### config.mk
export PLATFORM = sky130hd
export DESIGN_NAME = hub_power_state_manager
export DESIGN_NICKNAME = d
export VERILOG_FILES = /design/src/cs_idle_ctrl.v /design/src/root_port_link_pm.v /design/src/hub_power_state_manager.v
export VERILOG_INCLUDE_DIRS = /design/src
export SDC_FILE = /design/constraint.sdc
export NUM_CORES = 1
export LEC_CHECK = 0
export CAP_MARGIN = 0
export CORE_MARGIN = 2
export CORE_UTILIZATION = 32
export CTS_CLUSTER_SIZE = 10
export DETAILED_ROUTE_END_ITERATION = 10
export DONT_BUFFER_PORTS = 1
export GPL_TIMING_DRIVEN = 0
export REMOVE_ABC_BUFFERS = 1
export SKIP_LAST_GASP = 1
export SYNTH_ARGS = -nofsm -noshare
export SYNTH_HDL_FRONTEND = slang
export SYNTH_SLANG_ARGS = --single-unit
### constraint.sdc
create_clock -name i_sys_clk -period 2.61 [get_ports i_sys_clk]
set_input_delay 0.1305 -clock i_sys_clk [delete_from_list [all_inputs] [get_ports i_sys_clk]]
set_output_delay 0.1305 -clock i_sys_clk [all_outputs]
set_load 0.02 [all_outputs]
### src/pwr_mgr_defs.vh
// Constants for the hub power state manager: system sleep states,
// link power states, device power states and DDR clock-enable power-down timing.
// Assumes inclusion by bare name from the design, checker, model and bench files.
`ifndef PWR_MGR_DEFS_VH
`define PWR_MGR_DEFS_VH

// ----------------------------------------------------------------
// System sleep state codes
// ----------------------------------------------------------------
`define SLP_S0 3'h0
`define SLP_S1 3'h1
`define SLP_S3 3'h3
`define SLP_S4 3'h4
`define SLP_S5 3'h5

// ----------------------------------------------------------------
// Device power state codes of an attached link partner
// ----------------------------------------------------------------
`define DEV_D0 3'h0
`define DEV_D1 3'h1
`define DEV_D2 3'h2
`define DEV_D3HOT 3'h3
`define DEV_D3COLD 3'h4

// ----------------------------------------------------------------
// Link power state codes
// ----------------------------------------------------------------
`define LNK_L0 3'h0
`define LNK_L1 3'h1
`define LNK_L23_RDY 3'h2
`define LNK_L2 3'h3
`define LNK_L3 3'h4

// ----------------------------------------------------------------
// Timing
// ----------------------------------------------------------------
`define IDLE_PD_CYCLES 16
`define CKE_WAKE_CYCLES 1

`endif

### src/cs_idle_ctrl.v
// One chip select's idle tracker and clock-enable power-down control.
// Assumes access requests come from logic on the same clock.
`timescale 1ns/1ns
`default_nettype none
module cs_idle_ctrl #(
  parameter IDLE_CYCLES = 16
) (
  input wire i_sys_clk,       // Core clock
  input wire i_rst_b,         // Async reset, active low
  input wire i_enable,        // Idle power-down enabled
  input wire i_force_sr,      // Force self refresh (sleep entry)
  input wire i_req,           // New access to this chip select
  output reg o_cke,           // Clock enable to the rank
  output reg o_grant,         // Activate may be issued this cycle
  output reg o_sleeping       // Rank is powered down or in self refresh
);
  localparam CW = 16;
  reg [CW-1:0] idle_cnt_reg;
  reg waking_reg;

  // --------------------------------------------------------------
  // Idle counter and clock enable
  // --------------------------------------------------------------
  // Wake takes exactly one extra clock before the activate is granted
  always @(posedge i_sys_clk or negedge i_rst_b)
  begin
    if (!i_rst_b)
    begin
      idle_cnt_reg <= 16'h0000;
      o_cke <= 1'b1;
      o_grant <= 1'b0;
      o_sleeping <= 1'b0;
      waking_reg <= 1'b0;
    end
    else if (i_force_sr)
    begin
      o_cke <= 1'b0;
      o_sleeping <= 1'b1;
      o_grant <= 1'b0;
      waking_reg <= 1'b0;
    end
    else if (waking_reg)
    begin
      waking_reg <= 1'b0;
      o_grant <= 1'b1;
      idle_cnt_reg <= 16'h0000;
    end
    else if (i_req && !o_cke)
    begin
      o_cke <= 1'b1;
      o_sleeping <= 1'b0;
      waking_reg <= 1'b1;
      o_grant <= 1'b0;
    end
    else if (i_req)
    begin
      o_grant <= 1'b1;
      idle_cnt_reg <= 16'h0000;
    end
    else
    begin
      o_grant <= 1'b0;
      if (i_enable && o_cke)
      begin
        if (idle_cnt_reg == IDLE_CYCLES[CW-1:0] - 16'h0001)
        begin
          o_cke <= 1'b0;
          o_sleeping <= 1'b1;
          idle_cnt_reg <= 16'h0000;
        end
        else
          idle_cnt_reg <= idle_cnt_reg + 16'h0001;
      end
    end
  end
endmodule
`default_nettype wire

### src/root_port_link_pm.v
// Link power state tracker for one root port, following the partner's
// software-set device power state. No autonomous link power saving.
// Assumes the partner's state and handshakes are synchronous inputs.
`timescale 1ns/1ns
`default_nettype none
`include "pwr_mgr_defs.vh"
module root_port_link_pm (
  input wire i_sys_clk,       // Core clock
  input wire i_rst_b,         // Async reset, active low
  input wire [2:0] i_dev_state, // Partner's programmed device state
  input wire i_exit_req,      // Either end requests exit from L1
  input wire i_pwr_off_req,   // Main power removal pending
  input wire i_vaux,          // Auxiliary power present
  output reg [2:0] o_link_state, // Current link power state
  output reg o_l23_ready      // Ready for main power removal
);
  // --------------------------------------------------------------
  // Link state follows device state
  // --------------------------------------------------------------
  always @(posedge i_sys_clk or negedge i_rst_b)
  begin
    if (!i_rst_b)
    begin
      o_link_state <= `LNK_L0;
      o_l23_ready <= 1'b0;
    end
    else
    begin
      case (o_link_state)
        `LNK_L0:
        begin
          if (i_pwr_off_req)
            o_link_state <= `LNK_L23_RDY;
          else if (i_dev_state != `DEV_D0)
            o_link_state <= `LNK_L1;
        end
        `LNK_L1:
        begin
          if (i_pwr_off_req)
            o_link_state <= `LNK_L23_RDY;
          else if (i_exit_req || i_dev_state == `DEV_D0)
            o_link_state <= `LNK_L0;
        end
        `LNK_L23_RDY:
        begin
          o_l23_ready <= 1'b1;
          o_link_state <= i_vaux ? `LNK_L2 : `LNK_L3;
        end
        `LNK_L2, `LNK_L3:
          o_link_state <= o_link_state; // Left only by a full reset
        default:
          o_link_state <= `LNK_L0;
      endcase
    end
  end
endmodule
`default_nettype wire

### src/hub_power_state_manager.v
// Top of the hub power state manager: sleep state sequencing,
// DDR idle power-down per chip select and root port link states.
// Assumes all inputs are from logic on i_sys_clk except i_s3_req_pin.
`timescale 1ns/1ns
`default_nettype none
`include "pwr_mgr_defs.vh"
module hub_power_state_manager #(
  parameter NUM_CS = 4,
  parameter NUM_PORTS = 2,
  parameter IDLE_CYCLES = `IDLE_PD_CYCLES
) (
  input wire i_sys_clk,                  // Core clock, 250 MHz
  input wire i_rst_b,                    // Hard reset, active low
  input wire i_s3_req_pin,               // Sleep entry request from I/O hub (target set by i_sleep_target)
  input wire [2:0] i_sleep_target,       // Requested system state
  input wire i_idle_pd_en,               // Firmware enable for idle power-down
  input wire i_dual_channel,             // Lock-step dual channel mode
  input wire [NUM_CS-1:0] i_cs_req_a,    // Access per chip select, channel A
  input wire [NUM_CS-1:0] i_cs_req_b,    // Access per chip select, channel B
  input wire [NUM_CS-1:0] i_rank_present, // Populated ranks
  input wire i_wbuf_empty,               // Coherent write buffer empty
  input wire [1:0] i_cpu_cstate_req,     // Processor C-state message
  input wire [3*NUM_PORTS-1:0] i_dev_state, // Device state per port
  input wire [NUM_PORTS-1:0] i_l1_exit_req, // L1 exit per port
  input wire i_vaux,                     // Auxiliary power present
  output reg o_wbuf_flush,               // Flush write buffer
  output reg [NUM_CS-1:0] o_cke_a,       // Clock enables, channel A
  output reg [NUM_CS-1:0] o_cke_b,       // Clock enables, channel B
  output reg [NUM_CS-1:0] o_grant_a,     // Activate allowed, channel A
  output reg [NUM_CS-1:0] o_grant_b,     // Activate allowed, channel B
  output reg o_s3_ack,                   // S3 entry acknowledged
  output reg o_sr_hold,                  // DIMMs held in self refresh
  output reg [2:0] o_sys_state,          // Current system state
  output reg o_hub_link_lp,              // Hub link low power (always 0)
  output reg o_cpu_bus_lp,               // Processor bus low power (always 0)
  output reg [1:0] o_cpu_cstate_msg,     // Relayed C-state message
  output reg [3*NUM_PORTS-1:0] o_dev_state_msg, // Device state message
  output reg [3*NUM_PORTS-1:0] o_link_state, // Link state per port
  output reg o_autonomous_link_power_saving_en,                  // Autonomous link power (always 0)
  output reg o_refclk_gate               // Shared reference clock gate
);
  // --------------------------------------------------------------
  // Sequencer states
  // --------------------------------------------------------------
  localparam ST_RUN = 3'h0;
  localparam ST_FLUSH = 3'h1;
  localparam ST_SR = 3'h2;
  localparam ST_SUSP = 3'h3;
  localparam ST_OFF = 3'h4;

  reg [2:0] state_reg;
  reg [2:0] state_next;
  reg s3_sync1_reg;
  reg s3_sync2_reg;
  reg s3_sync3_reg;
  reg s3_level_reg;
  wire force_sr;
  wire [NUM_CS-1:0] cke_a_w;
  wire [NUM_CS-1:0] cke_b_w;
  wire [NUM_CS-1:0] grant_a_w;
  wire [NUM_CS-1:0] grant_b_w;
  wire [NUM_CS-1:0] slp_a_w;
  wire [NUM_CS-1:0] slp_b_w;
  wire [NUM_CS-1:0] req_b_eff;
  wire [3*NUM_PORTS-1:0] link_w;
  wire sr_done;
  wire pwr_off_req;

  // --------------------------------------------------------------
  // Request synchroniser
  // --------------------------------------------------------------
  // Pin is asynchronous; level changes once stages two and three agree
  always @(posedge i_sys_clk or negedge i_rst_b)
  begin
    if (!i_rst_b)
    begin
      s3_sync1_reg <= 1'b0;
      s3_sync2_reg <= 1'b0;
      s3_sync3_reg <= 1'b0;
      s3_level_reg <= 1'b0;
    end
    else
    begin
      s3_sync1_reg <= i_s3_req_pin;
      s3_sync2_reg <= s3_sync1_reg;
      s3_sync3_reg <= s3_sync2_reg;
      if (s3_sync2_reg == s3_sync3_reg)
        s3_level_reg <= s3_sync3_reg;
    end
  end

  // --------------------------------------------------------------
  // DDR chip select control
  // --------------------------------------------------------------
  // In dual-channel mode both channels take channel A's and B's requests ORed
  assign req_b_eff = i_dual_channel ? (i_cs_req_a | i_cs_req_b) : i_cs_req_b;
  assign force_sr = (state_reg == ST_SR) || (state_reg == ST_SUSP);

  genvar g;
  generate
    for (g = 0; g < NUM_CS; g = g + 1)
    begin : gen_cs
      wire req_a_g;
      assign req_a_g = i_dual_channel ? (i_cs_req_a[g] | i_cs_req_b[g]) : i_cs_req_a[g];
      cs_idle_ctrl #(
        .IDLE_CYCLES(IDLE_CYCLES)
      ) u_cs_a (
        .i_sys_clk(i_sys_clk),
        .i_rst_b(i_rst_b),
        .i_enable(i_idle_pd_en),
        .i_force_sr(force_sr),
        .i_req(req_a_g),
        .o_cke(cke_a_w[g]),
        .o_grant(grant_a_w[g]),
        .o_sleeping(slp_a_w[g])
      );
      cs_idle_ctrl #(
        .IDLE_CYCLES(IDLE_CYCLES)
      ) u_cs_b (
        .i_sys_clk(i_sys_clk),
        .i_rst_b(i_rst_b),
        .i_enable(i_idle_pd_en),
        .i_force_sr(force_sr),
        .i_req(req_b_eff[g]),
        .o_cke(cke_b_w[g]),
        .o_grant(grant_b_w[g]),
        .o_sleeping(slp_b_w[g])
      );
    end
  endgenerate

  // Self refresh done when every populated rank on both channels sleeps
  assign sr_done = &((slp_a_w & slp_b_w) | ~i_rank_present);

  // --------------------------------------------------------------
  // Root port link state trackers
  // --------------------------------------------------------------
  assign pwr_off_req = (state_reg != ST_RUN);

  generate
    for (g = 0; g < NUM_PORTS; g = g + 1)
    begin : gen_port
      root_port_link_pm u_link (
        .i_sys_clk(i_sys_clk),
        .i_rst_b(i_rst_b),
        .i_dev_state(i_dev_state[3*g+2:3*g]),
        .i_exit_req(i_l1_exit_req[g]),
        .i_pwr_off_req(pwr_off_req),
        .i_vaux(i_vaux),
        .o_link_state(link_w[3*g+2:3*g]),
        .o_l23_ready()
      );
    end
  endgenerate

  // --------------------------------------------------------------
  // Sleep sequencer next state
  // --------------------------------------------------------------
  // Suspended and off states are left only through the hard reset
  always @*
  begin
    state_next = state_reg;
    case (state_reg)
      ST_RUN:
      begin
        if (s3_level_reg)
        begin
          // S1 stays in run; only an S3 target starts the flush
          if (i_sleep_target == `SLP_S4 || i_sleep_target == `SLP_S5)
            state_next = ST_OFF;
          else if (i_sleep_target == `SLP_S3)
            state_next = ST_FLUSH;
        end
      end
      ST_FLUSH:
        if (i_wbuf_empty)
          state_next = ST_SR;
      ST_SR:
        if (sr_done)
          state_next = ST_SUSP;
      ST_SUSP:
        state_next = ST_SUSP;
      ST_OFF:
        state_next = ST_OFF;
      default:
        state_next = ST_RUN;
    endcase
  end

  // --------------------------------------------------------------
  // Sequencer state and registered outputs
  // --------------------------------------------------------------
  always @(posedge i_sys_clk or negedge i_rst_b)
  begin
    if (!i_rst_b)
    begin
      state_reg <= ST_RUN;
      o_wbuf_flush <= 1'b0;
      o_cke_a <= {NUM_CS{1'b1}};
      o_cke_b <= {NUM_CS{1'b1}};
      o_grant_a <= {NUM_CS{1'b0}};
      o_grant_b <= {NUM_CS{1'b0}};
      o_s3_ack <= 1'b0;
      o_sr_hold <= 1'b0;
      o_sys_state <= `SLP_S0;
      o_hub_link_lp <= 1'b0;
      o_cpu_bus_lp <= 1'b0;
      o_cpu_cstate_msg <= 2'h0;
      o_dev_state_msg <= {3*NUM_PORTS{1'b0}};
      o_link_state <= {3*NUM_PORTS{1'b0}};
      o_autonomous_link_power_saving_en <= 1'b0;
      o_refclk_gate <= 1'b0;
    end
    else
    begin
      state_reg <= state_next;
      o_wbuf_flush <= (state_next == ST_FLUSH);
      o_cke_a <= cke_a_w;
      o_cke_b <= cke_b_w;
      o_grant_a <= grant_a_w;
      o_grant_b <= grant_b_w;
      o_s3_ack <= (state_next == ST_SUSP);
      o_sr_hold <= (state_next == ST_SUSP);
      if (state_next == ST_SUSP)
        o_sys_state <= `SLP_S3;
      else if (state_next == ST_OFF)
      begin
        // Captured on entry only, so a later target change cannot move it
        if (state_reg == ST_RUN)
          o_sys_state <= i_sleep_target;
      end
      else if (s3_level_reg && i_sleep_target == `SLP_S1)
        o_sys_state <= `SLP_S1;
      else
        o_sys_state <= `SLP_S0;
      o_hub_link_lp <= 1'b0;
      o_cpu_bus_lp <= 1'b0;
      o_cpu_cstate_msg <= i_cpu_cstate_req;
      o_dev_state_msg <= i_dev_state;
      o_link_state <= link_w;
      o_autonomous_link_power_saving_en <= 1'b0;
      // Reference clock is shared by all ports, gated from the cycle after the sequencer becomes suspended or off
      o_refclk_gate <= (state_reg == ST_OFF) || (state_reg == ST_SUSP);
    end
  end
endmodule
`default_nettype wire

Yosys cells after proc, flatten, opt, wreduce, memory -nomap -nowiden --
Index checks and enable logic that the tools add are counted.
Word-level totals: bits of input ports 32, flip-flop bits (word level) 209
Cells by class: bitwise logic cells 11, mux-type cells 218, equality and inequality tests 57, add/sub/neg operators 8, reduce and logical (&&, ||, !) cells 83
Operator list (count):
- 16-bit 2-to-1 mux | 40
- 1-bit 2-to-1 mux | 157
- 16-bit by 1-bit adder with 16-bit output (second input constant) | 8
- 16-bit by 4-bit == test with 1-bit output (second input constant) | 8
- 3-bit nonzero test | 27
- 3-bit 2-to-1 mux | 17
- 4-bit AND reduction | 9
- 3-bit AND reduction | 10
- 3-bit by 2-bit == test with 1-bit output (second input constant) | 8
- 3-bit case mux with 4 select lines | 2
- 3-bit by 2-bit inequality test with 1-bit output (second input constant) | 7
- 3-bit == test (second input constant) | 6
- 1-bit logical AND | 17
- 2-bit by 1-bit inequality test with 1-bit output (second input constant) | 8
- 2-bit inequality test (second input constant) | 8
- 3-bit by 1-bit == test with 1-bit output (second input constant) | 5
- 3-bit zero test | 5
- 3-bit case mux with 5 select lines | 1
- 3-bit inequality test (second input constant) | 4
- 1-bit zero test | 8
- 4-bit bitwise OR | 2
- 3-bit by 1-bit inequality test with 1-bit output (second input constant) | 2
- 1-bit logical OR | 5
- 4-bit AND | 1
- 6 further kinds | 12

Depth between registers and ports, before layout --
word-level depth 8, mapped depth 9, mapped depth without buffers 6

Hierarchy --
A second synthesis with hierarchy kept.
Second synthesis, totals: cell total of the unflattened synthesis 1128, area total of the unflattened synthesis 10933.0 µm²
Modules (own cells, without submodules):
- cs_idle_ctrl at gen_cs[0].u_cs_a ... | cells each 126, instances 5, area an instance 1159.9 µm², seq. area each 501.7 µm²
- hub_power_state_manager | cells each 94, instances 1, area an instance 1428.9 µm², seq. area each 1086.0 µm²
- cs_idle_ctrl at gen_cs[1].u_cs_a | cells each 128, instances 1, area an instance 1139.8 µm², seq. area each 501.7 µm²
- cs_idle_ctrl at gen_cs[3].u_cs_b | cells each 125, instances 1, area an instance 1121.1 µm², seq. area each 501.7 µm²
- cs_idle_ctrl at gen_cs[3].u_cs_a | cells each 121, instances 1, area an instance 1091.0 µm², seq. area each 501.7 µm²
- root_port_link_pm | cells each 15, instances 2, area an instance 176.4 µm², seq. area each 100.1 µm²

Worst setup path after synthesis --
Ideal clock, no wire load.
path kind flip-flop to flip-flop, start reg gen_cs[0].u_cs_b.idle_cnt_reg[8], end reg gen_cs[0].u_cs_b.idle_cnt_reg[13], slack 0.526 ns, buffers on the path 2, stages on the path, launching flop included 8, required time 2.473 ns, clock period less this slack 2.084 ns, data arrival time 1.947 ns, cells stage by stage dfrtp_1 buf_2 or4_4 nor4_4 nor3_1 buf_2 a41oi_1 a31oi_1
Between the ends: cells in the longest elaborated chain, start to end 6, elaborated cells between the ends (all ways) 7, classes of those cells add/sub (1); eq/ne (1); mux (5)
RTL lines:
- from (decl) | line cs_idle_ctrl.v:18 | reg [CW-1:0] idle_cnt_reg;
- from (signal assigned) | line cs_idle_ctrl.v:72 | idle_cnt_reg <= idle_cnt_reg + 16'h0001;
- 16-bit by 1-bit adder with 16-bit output / 16-bit by 4-bit == test with 1-bit output (equally long branches) | line cs_idle_ctrl.v:72, cs_idle_ctrl.v:65
- 16-bit 2-to-1 mux (*) | line cs_idle_ctrl.v:65 | if (idle_cnt_reg == IDLE_CYCLES[CW-1:0] - 16'h0001)
- 16-bit 2-to-1 mux (*) | line cs_idle_ctrl.v:63 | if (i_enable && o_cke)
- 16-bit 2-to-1 mux (*) | line cs_idle_ctrl.v:55 | else if (i_req)
- 16-bit 2-to-1 mux (*) | line cs_idle_ctrl.v:48 | else if (i_req && !o_cke)
- 16-bit 2-to-1 mux (*) | line cs_idle_ctrl.v:42 | else if (waking_reg)
Mark *: on every way between the ends. The rest lies on a longest branch, timed or not. The select of a mux whose other input is x is not followed. A chain may end at the register's enable or synchronous reset.

Worst setup path in the final report --
start reg gen_cs[0].u_cs_b.idle_cnt_reg[8], end reg gen_cs[0].u_cs_b.o_sleeping
Between the ends: cells in the longest elaborated chain, start to end 3
RTL lines:
- 16-bit by 4-bit == test with 1-bit output | line cs_idle_ctrl.v:65
- 3-bit nonzero test (no line)
- 4-bit AND reduction (no line)
- to (signal assigned) | line cs_idle_ctrl.v:38 | o_sleeping <= 1'b1;
- to (signal assigned) | line cs_idle_ctrl.v:51 | o_sleeping <= 1'b0;
- to (signal assigned) | line cs_idle_ctrl.v:68 | o_sleeping <= 1'b1;
- to (decl) | line cs_idle_ctrl.v:15 | output reg o_sleeping
No other way between the ends.

==> run_summary.xml <==
<?xml version="1.0" encoding="UTF-8"?>
<metrics>
  <group name="critical_path">
    <metric name="timing_worst_setup_path_type" unit="">reg2reg</metric>
    <metric name="r2r-end" unit="">gen_cs[0].u_cs_b.o_sleeping$_DFFE_PN0P_</metric>
    <metric name="max_stage_delay" unit="ns">0.57</metric>
    <metric name="cp_data_arrival_time" unit="ns">2.92</metric>
    <metric name="critical_path_peak_fanout" unit="">9</metric>
    <metric name="worst-r2r-cell-count" unit="">5</metric>
    <metric name="cp_cell_sequence" unit="">or4_4 &gt; nor4_4 &gt; nand3b_1 &gt; o211ai_1 &gt; dlygate4sd3_1</metric>
    <metric name="reg2reg_from" unit="">gen_cs[0].u_cs_b.idle_cnt_reg[8]$_DFFE_PN0P_</metric>
    <metric name="cp_data_required_time" unit="ns">3.05</metric>
    <metric name="end_kind" unit="">register</metric>
    <metric name="setup.worst_path.start_class" unit="">register</metric>
    <metric name="rrSetupSlack" unit="ns">0.13</metric>
    <metric name="cp_slowest_cell" unit="">dlygate4sd3_1</metric>
  </group>
  <group name="drt">
    <metric name="route.detailed.wl_per_inst" unit="um">16.0</metric>
    <metric name="drc_marker_count_from_the_first_detailed_route_iteration" unit="">569</metric>
    <metric name="antenna_violating_nets_post_route" unit="">0</metric>
    <metric name="number_of_vias_in_the_routed_layout" unit="">8597</metric>
    <metric name="wirelength" unit="mm">24.6</metric>
    <metric name="first_pass_iters" unit="">5</metric>
    <metric name="drc" unit="">0</metric>
    <metric name="routed_via_density" unit="">5.59</metric>
  </group>
  <group name="final_layout">
    <metric name="layout.nets" unit="">1156</metric>
    <metric name="post-route-cell-area" unit="um2">11700</metric>
    <metric name="antenna_cells" unit="">0</metric>
    <metric name="area_growth" unit="%">14.4</metric>
    <metric name="post_route_cells_drive_above_1_share" unit="%">7.14</metric>
    <metric name="most_common_cell_after_layout_fill_and_taps_aside" unit="">dfrtp_1</metric>
    <metric name="end_of_flow_core_utilization" unit="%">37.1</metric>
    <metric name="layout_common_cells" unit="">193 x dfrtp_1, 118 x nand2_1, 108 x o21ai_0</metric>
    <metric name="filler_cell_count" unit="">3127</metric>
  </group>
  <group name="clocking">
    <metric name="worst_setup_hold_path_clk_slew" unit="ns">0.06</metric>
    <metric name="cts_sinks" unit="">209</metric>
    <metric name="cts_buffer_count" unit="">25</metric>
    <metric name="cts.htree.levels" unit="">1</metric>
    <metric name="clock_tree.root_cell" unit="">clkbuf_16</metric>
    <metric name="cts_tree" unit="">built</metric>
    <metric name="cts-root-to-sink-buffers" unit="">3</metric>
    <metric name="insertion_delay" unit="ns">0.52</metric>
  </group>
  <group name="pwr">
    <metric name="power-per-cell-area" unit="nW/um2">616</metric>
    <metric name="clkPwrFrac" unit="%">43.3</metric>
    <metric name="vdd_ir_drop_max" unit="mV">0.398</metric>
    <metric name="total_net_switching_power" unit="uW">1770</metric>
    <metric name="pwr-share-seq" unit="%">50.8</metric>
    <metric name="pwr-share-comb" unit="%">5.8</metric>
    <metric name="p_leak" unit="uW">0.00472</metric>
    <metric name="power.switching_fraction" unit="%">24.5</metric>
    <metric name="internal-power" unit="uW">5440</metric>
  </group>
  <group name="logic_synthesis">
    <metric name="synth_area_in_compound_gates" unit="%">20.1</metric>
    <metric name="post_synth_and_or_nand_nor_area_fraction" unit="%">23.4</metric>
    <metric name="ys_warn_count" unit="">0</metric>
    <metric name="number_of_synthesized_flops_with_an_enable_pin" unit="">0</metric>
    <metric name="synth_async_sr_flop_share" unit="%">100</metric>
    <metric name="synthAdderAreaFrac" unit="%">1.08</metric>
    <metric name="synth_flop_cell" unit="">dfrtp_1</metric>
    <metric name="synth_cell_type_count" unit="">64</metric>
    <metric name="synth_xor_area_share" unit="%">0</metric>
    <metric name="synth_top_family_by_area" unit="">simple AND/OR/NAND/NOR gates</metric>
    <metric name="syn-cell-area" unit="um2">10200</metric>
    <metric name="synth.ff_latch_count" unit="">209</metric>
    <metric name="netlist_instances" unit="">1103</metric>
    <metric name="post_synth_mux_area_share" unit="%">0.831</metric>
    <metric name="average_instance_area_after_synthesis" unit="um2">9.28</metric>
    <metric name="ys_seq_area_share" unit="%">51.3</metric>
  </group>
  <group name="worst_hold_path">
    <metric name="min-delay-path-class" unit="">in2async</metric>
  </group>
  <group name="sta">
    <metric name="rsz0062_at_grt" unit="">yes</metric>
    <metric name="final_period_utilization" unit="%">94.9</metric>
    <metric name="final-max-slew-violation-count" unit="">0</metric>
    <metric name="timing.final.crit_period" unit="ns">2.48</metric>
    <metric name="hold_viol_final" unit="">209</metric>
    <metric name="worst_slew_pin_slew" unit="ns">1.23</metric>
    <metric name="setup_viol" unit="">0</metric>
    <metric name="maxSlewHeadroom" unit="%">17.6</metric>
    <metric name="finalWorstSetupSlack" unit="ns">0.132</metric>
    <metric name="max_clock_freq" unit="MHz">404</metric>
    <metric name="setup_tns" unit="ns">0</metric>
    <metric name="final.setup_skew" unit="ns">0.0169</metric>
    <metric name="holdWs" unit="ns">-0.687</metric>
  </group>
  <group name="flow_run">
    <metric name="max_cap_viol_count" unit="">0</metric>
  </group>
  <group name="place">
    <metric name="place.detailed.hpwl" unit="mm">15.1</metric>
    <metric name="pre_cts_ws" unit="ns">-1.18</metric>
    <metric name="placement.cell_area" unit="um2">10500</metric>
    <metric name="gpl.final_weighted_congestion" unit="">0.786</metric>
    <metric name="port_buffers" unit="">0</metric>
  </group>
  <group name="grt">
    <metric name="largest_net_degree_at_the_start_of_global_routing" unit="">210</metric>
    <metric name="groute.usage.overall" unit="%">14.5</metric>
    <metric name="global_route_overflow" unit="">0</metric>
    <metric name="grt_pass1_wl" unit="mm">40.9</metric>
    <metric name="grt_antenna_before_repair" unit="">0</metric>
    <metric name="grt_pass1_vias" unit="">7905</metric>
  </group>
  <group name="die">
    <metric name="core_area" unit="um2">31600</metric>
    <metric name="io_pins" unit="">72</metric>
    <metric name="fp-row-count" unit="">65</metric>
    <metric name="initial_core_utilization" unit="%">32.4</metric>
    <metric name="design.die.area" unit="um2">33400</metric>
    <metric name="vertical_die_dimension" unit="um">183</metric>
    <metric name="dieWidth" unit="um">183</metric>
  </group>
  <group name="status">
    <metric name="run_status" unit="">finished with violations</metric>
    <metric name="failed_checks" unit="">negative hold slack</metric>
  </group>
</metrics>
[cell families after synthesis]
family	Yosys count
flops	209
buf+inv	81
fa+ha+maj	9
simple gates	466
other cells	1
mux	8
compound gates	329
[Yosys cell counts (all sizes together), types with 2 or more instances]
cell | number | share of area (%)
dfrtp | 193 | 47
nand2 | 118 | 4.3
o21ai | 110 | 5.4
nor2 | 86 | 3.2
nand3 | 66 | 3.2
a31oi | 61 | 3.7
a21oi | 58 | 2.9
nor3 | 42 | 2.2
clkbuf | 39 | 1.4
nor4 | 29 | 2.2
nand4 | 26 | 1.6
a41oi | 23 | 2.0
inv | 23 | 0.84
and3 | 20 | 1.2
buf | 19 | 0.95
o31ai | 18 | 1.3
dfstp | 16 | 4.1
nand2b | 15 | 0.92
nand3b | 10 | 0.73
or3 | 10 | 0.61
a21o | 9 | 0.66
or4 | 9 | 0.70
and4 | 8 | 0.68
ha | 8 | 0.98
nor2b | 8 | 0.49
a311oi | 7 | 0.60
o21a | 7 | 0.51
and2 | 6 | 0.37
o211ai | 6 | 0.44
a211o | 5 | 0.43
a211oi | 5 | 0.37
o311ai | 5 | 0.50
mux2 | 4 | 0.44
mux2i | 4 | 0.39
nand4b | 4 | 0.34
o41ai | 4 | 0.34
or3b | 3 | 0.26
a22o | 2 | 0.17
and3b | 2 | 0.17
or2 | 2 | 0.12
[through the flow]
step | hold WS (ns) | power, uW | cells
global route | -0.706 | 7550 | 1537
detailed placement | -0.153 | 4080 | 1449
finish | -0.687 | 7210 | 1537
floorplan | -0.165 | 3970 | 1047
CTS | -0.706 | 7300 | 1529
global placement | -0.154 | 4050 | 1449
[power groups by stage]
| stage | sequential, uW | combinational [uW] | clock [uW] |
|---|---|---|---|
| global placement | 3700 | 342 | 0 |
| CTS | 3660 | 418 | 3220 |
| detailed placement | 3720 | 362 | 0 |
| global route | 3700 | 487 | 3360 |
| floorplan | 3680 | 297 | 0 |
| finish | 3670 | 419 | 3120 |
[critical path, delay by kind of cell (launching register included)]
kind,cells,cell delay [ns]
AOI/OAI and AO/OA,1,0.21
DFF,1,0.47
and+or+nand+nor,3,1.17
buffers and inverters,1,0.57
[worst max-delay path by stage]
stage / from / endpoint / slack (ns) / cells past startpoint
2_1_floorplan: state_reg[2]$_DFF_PN0_ / gen_cs[1].u_cs_b.idle_cnt_reg[7]$_DFFE_PN0P_ / 0.04 / 5
3_3_place_gp: state_reg[1]$_DFF_PN0_ / gen_cs[3].u_cs_b.idle_cnt_reg[1]$_DFFE_PN0P_ / -1.42 / 4
3_5_place_dp: state_reg[2]$_DFF_PN0_ / gen_cs[1].u_cs_b.idle_cnt_reg[15]$_DFFE_PN0P_ / -1.18 / 5
4_1_cts: gen_cs[0].u_cs_b.idle_cnt_reg[12]$_DFFE_PN0P_ / gen_cs[0].u_cs_b.o_sleeping$_DFFE_PN0P_ / 0.04 / 5
5_1_grt: state_reg[2]$_DFF_PN0_ / gen_cs[3].u_cs_a.idle_cnt_reg[14]$_DFFE_PN0P_ / -0.008 / 5
6_report: gen_cs[0].u_cs_b.idle_cnt_reg[8]$_DFFE_PN0P_ / gen_cs[0].u_cs_b.o_sleeping$_DFFE_PN0P_ / 0.13 / 5
[timing repair]
item	CTS	global route
hold endpoints to repair	271	210
pin swaps	0	2
buffers inserted	0	7
cloned	0	0
hold buffers	34	1
endpoints found under the setup margin	114	24
gates resized for setup	7	5
[final cells by class]
| type | instances | area, um2 | share of cell area [%] |
|---|---|---|---|
| clock buffers | 44 | 707 | 6.04 |
| clock inverters | 2 | 13.8 | 0.118 |
| inverters | 23 | 86.3 | 0.737 |
| multi-input cells | 815 | 4750 | 40.5 |
| flip-flops and latches | 209 | 5250 | 44.8 |
| well taps | 402 | 503 | 4.30 |
| repair buffers | 42 | 403 | 3.44 |
[per-layer routing]
metal	GRT usage [%]	vias to the layer above	routed length [um]
met3	1.89	29	1030
met4	3.68	0	415
met1	20.3	4218	11800
li1	-	4171	-
met5	0	-	0
met2	23.9	179	11400
Power figures use the tool's default switching activity.
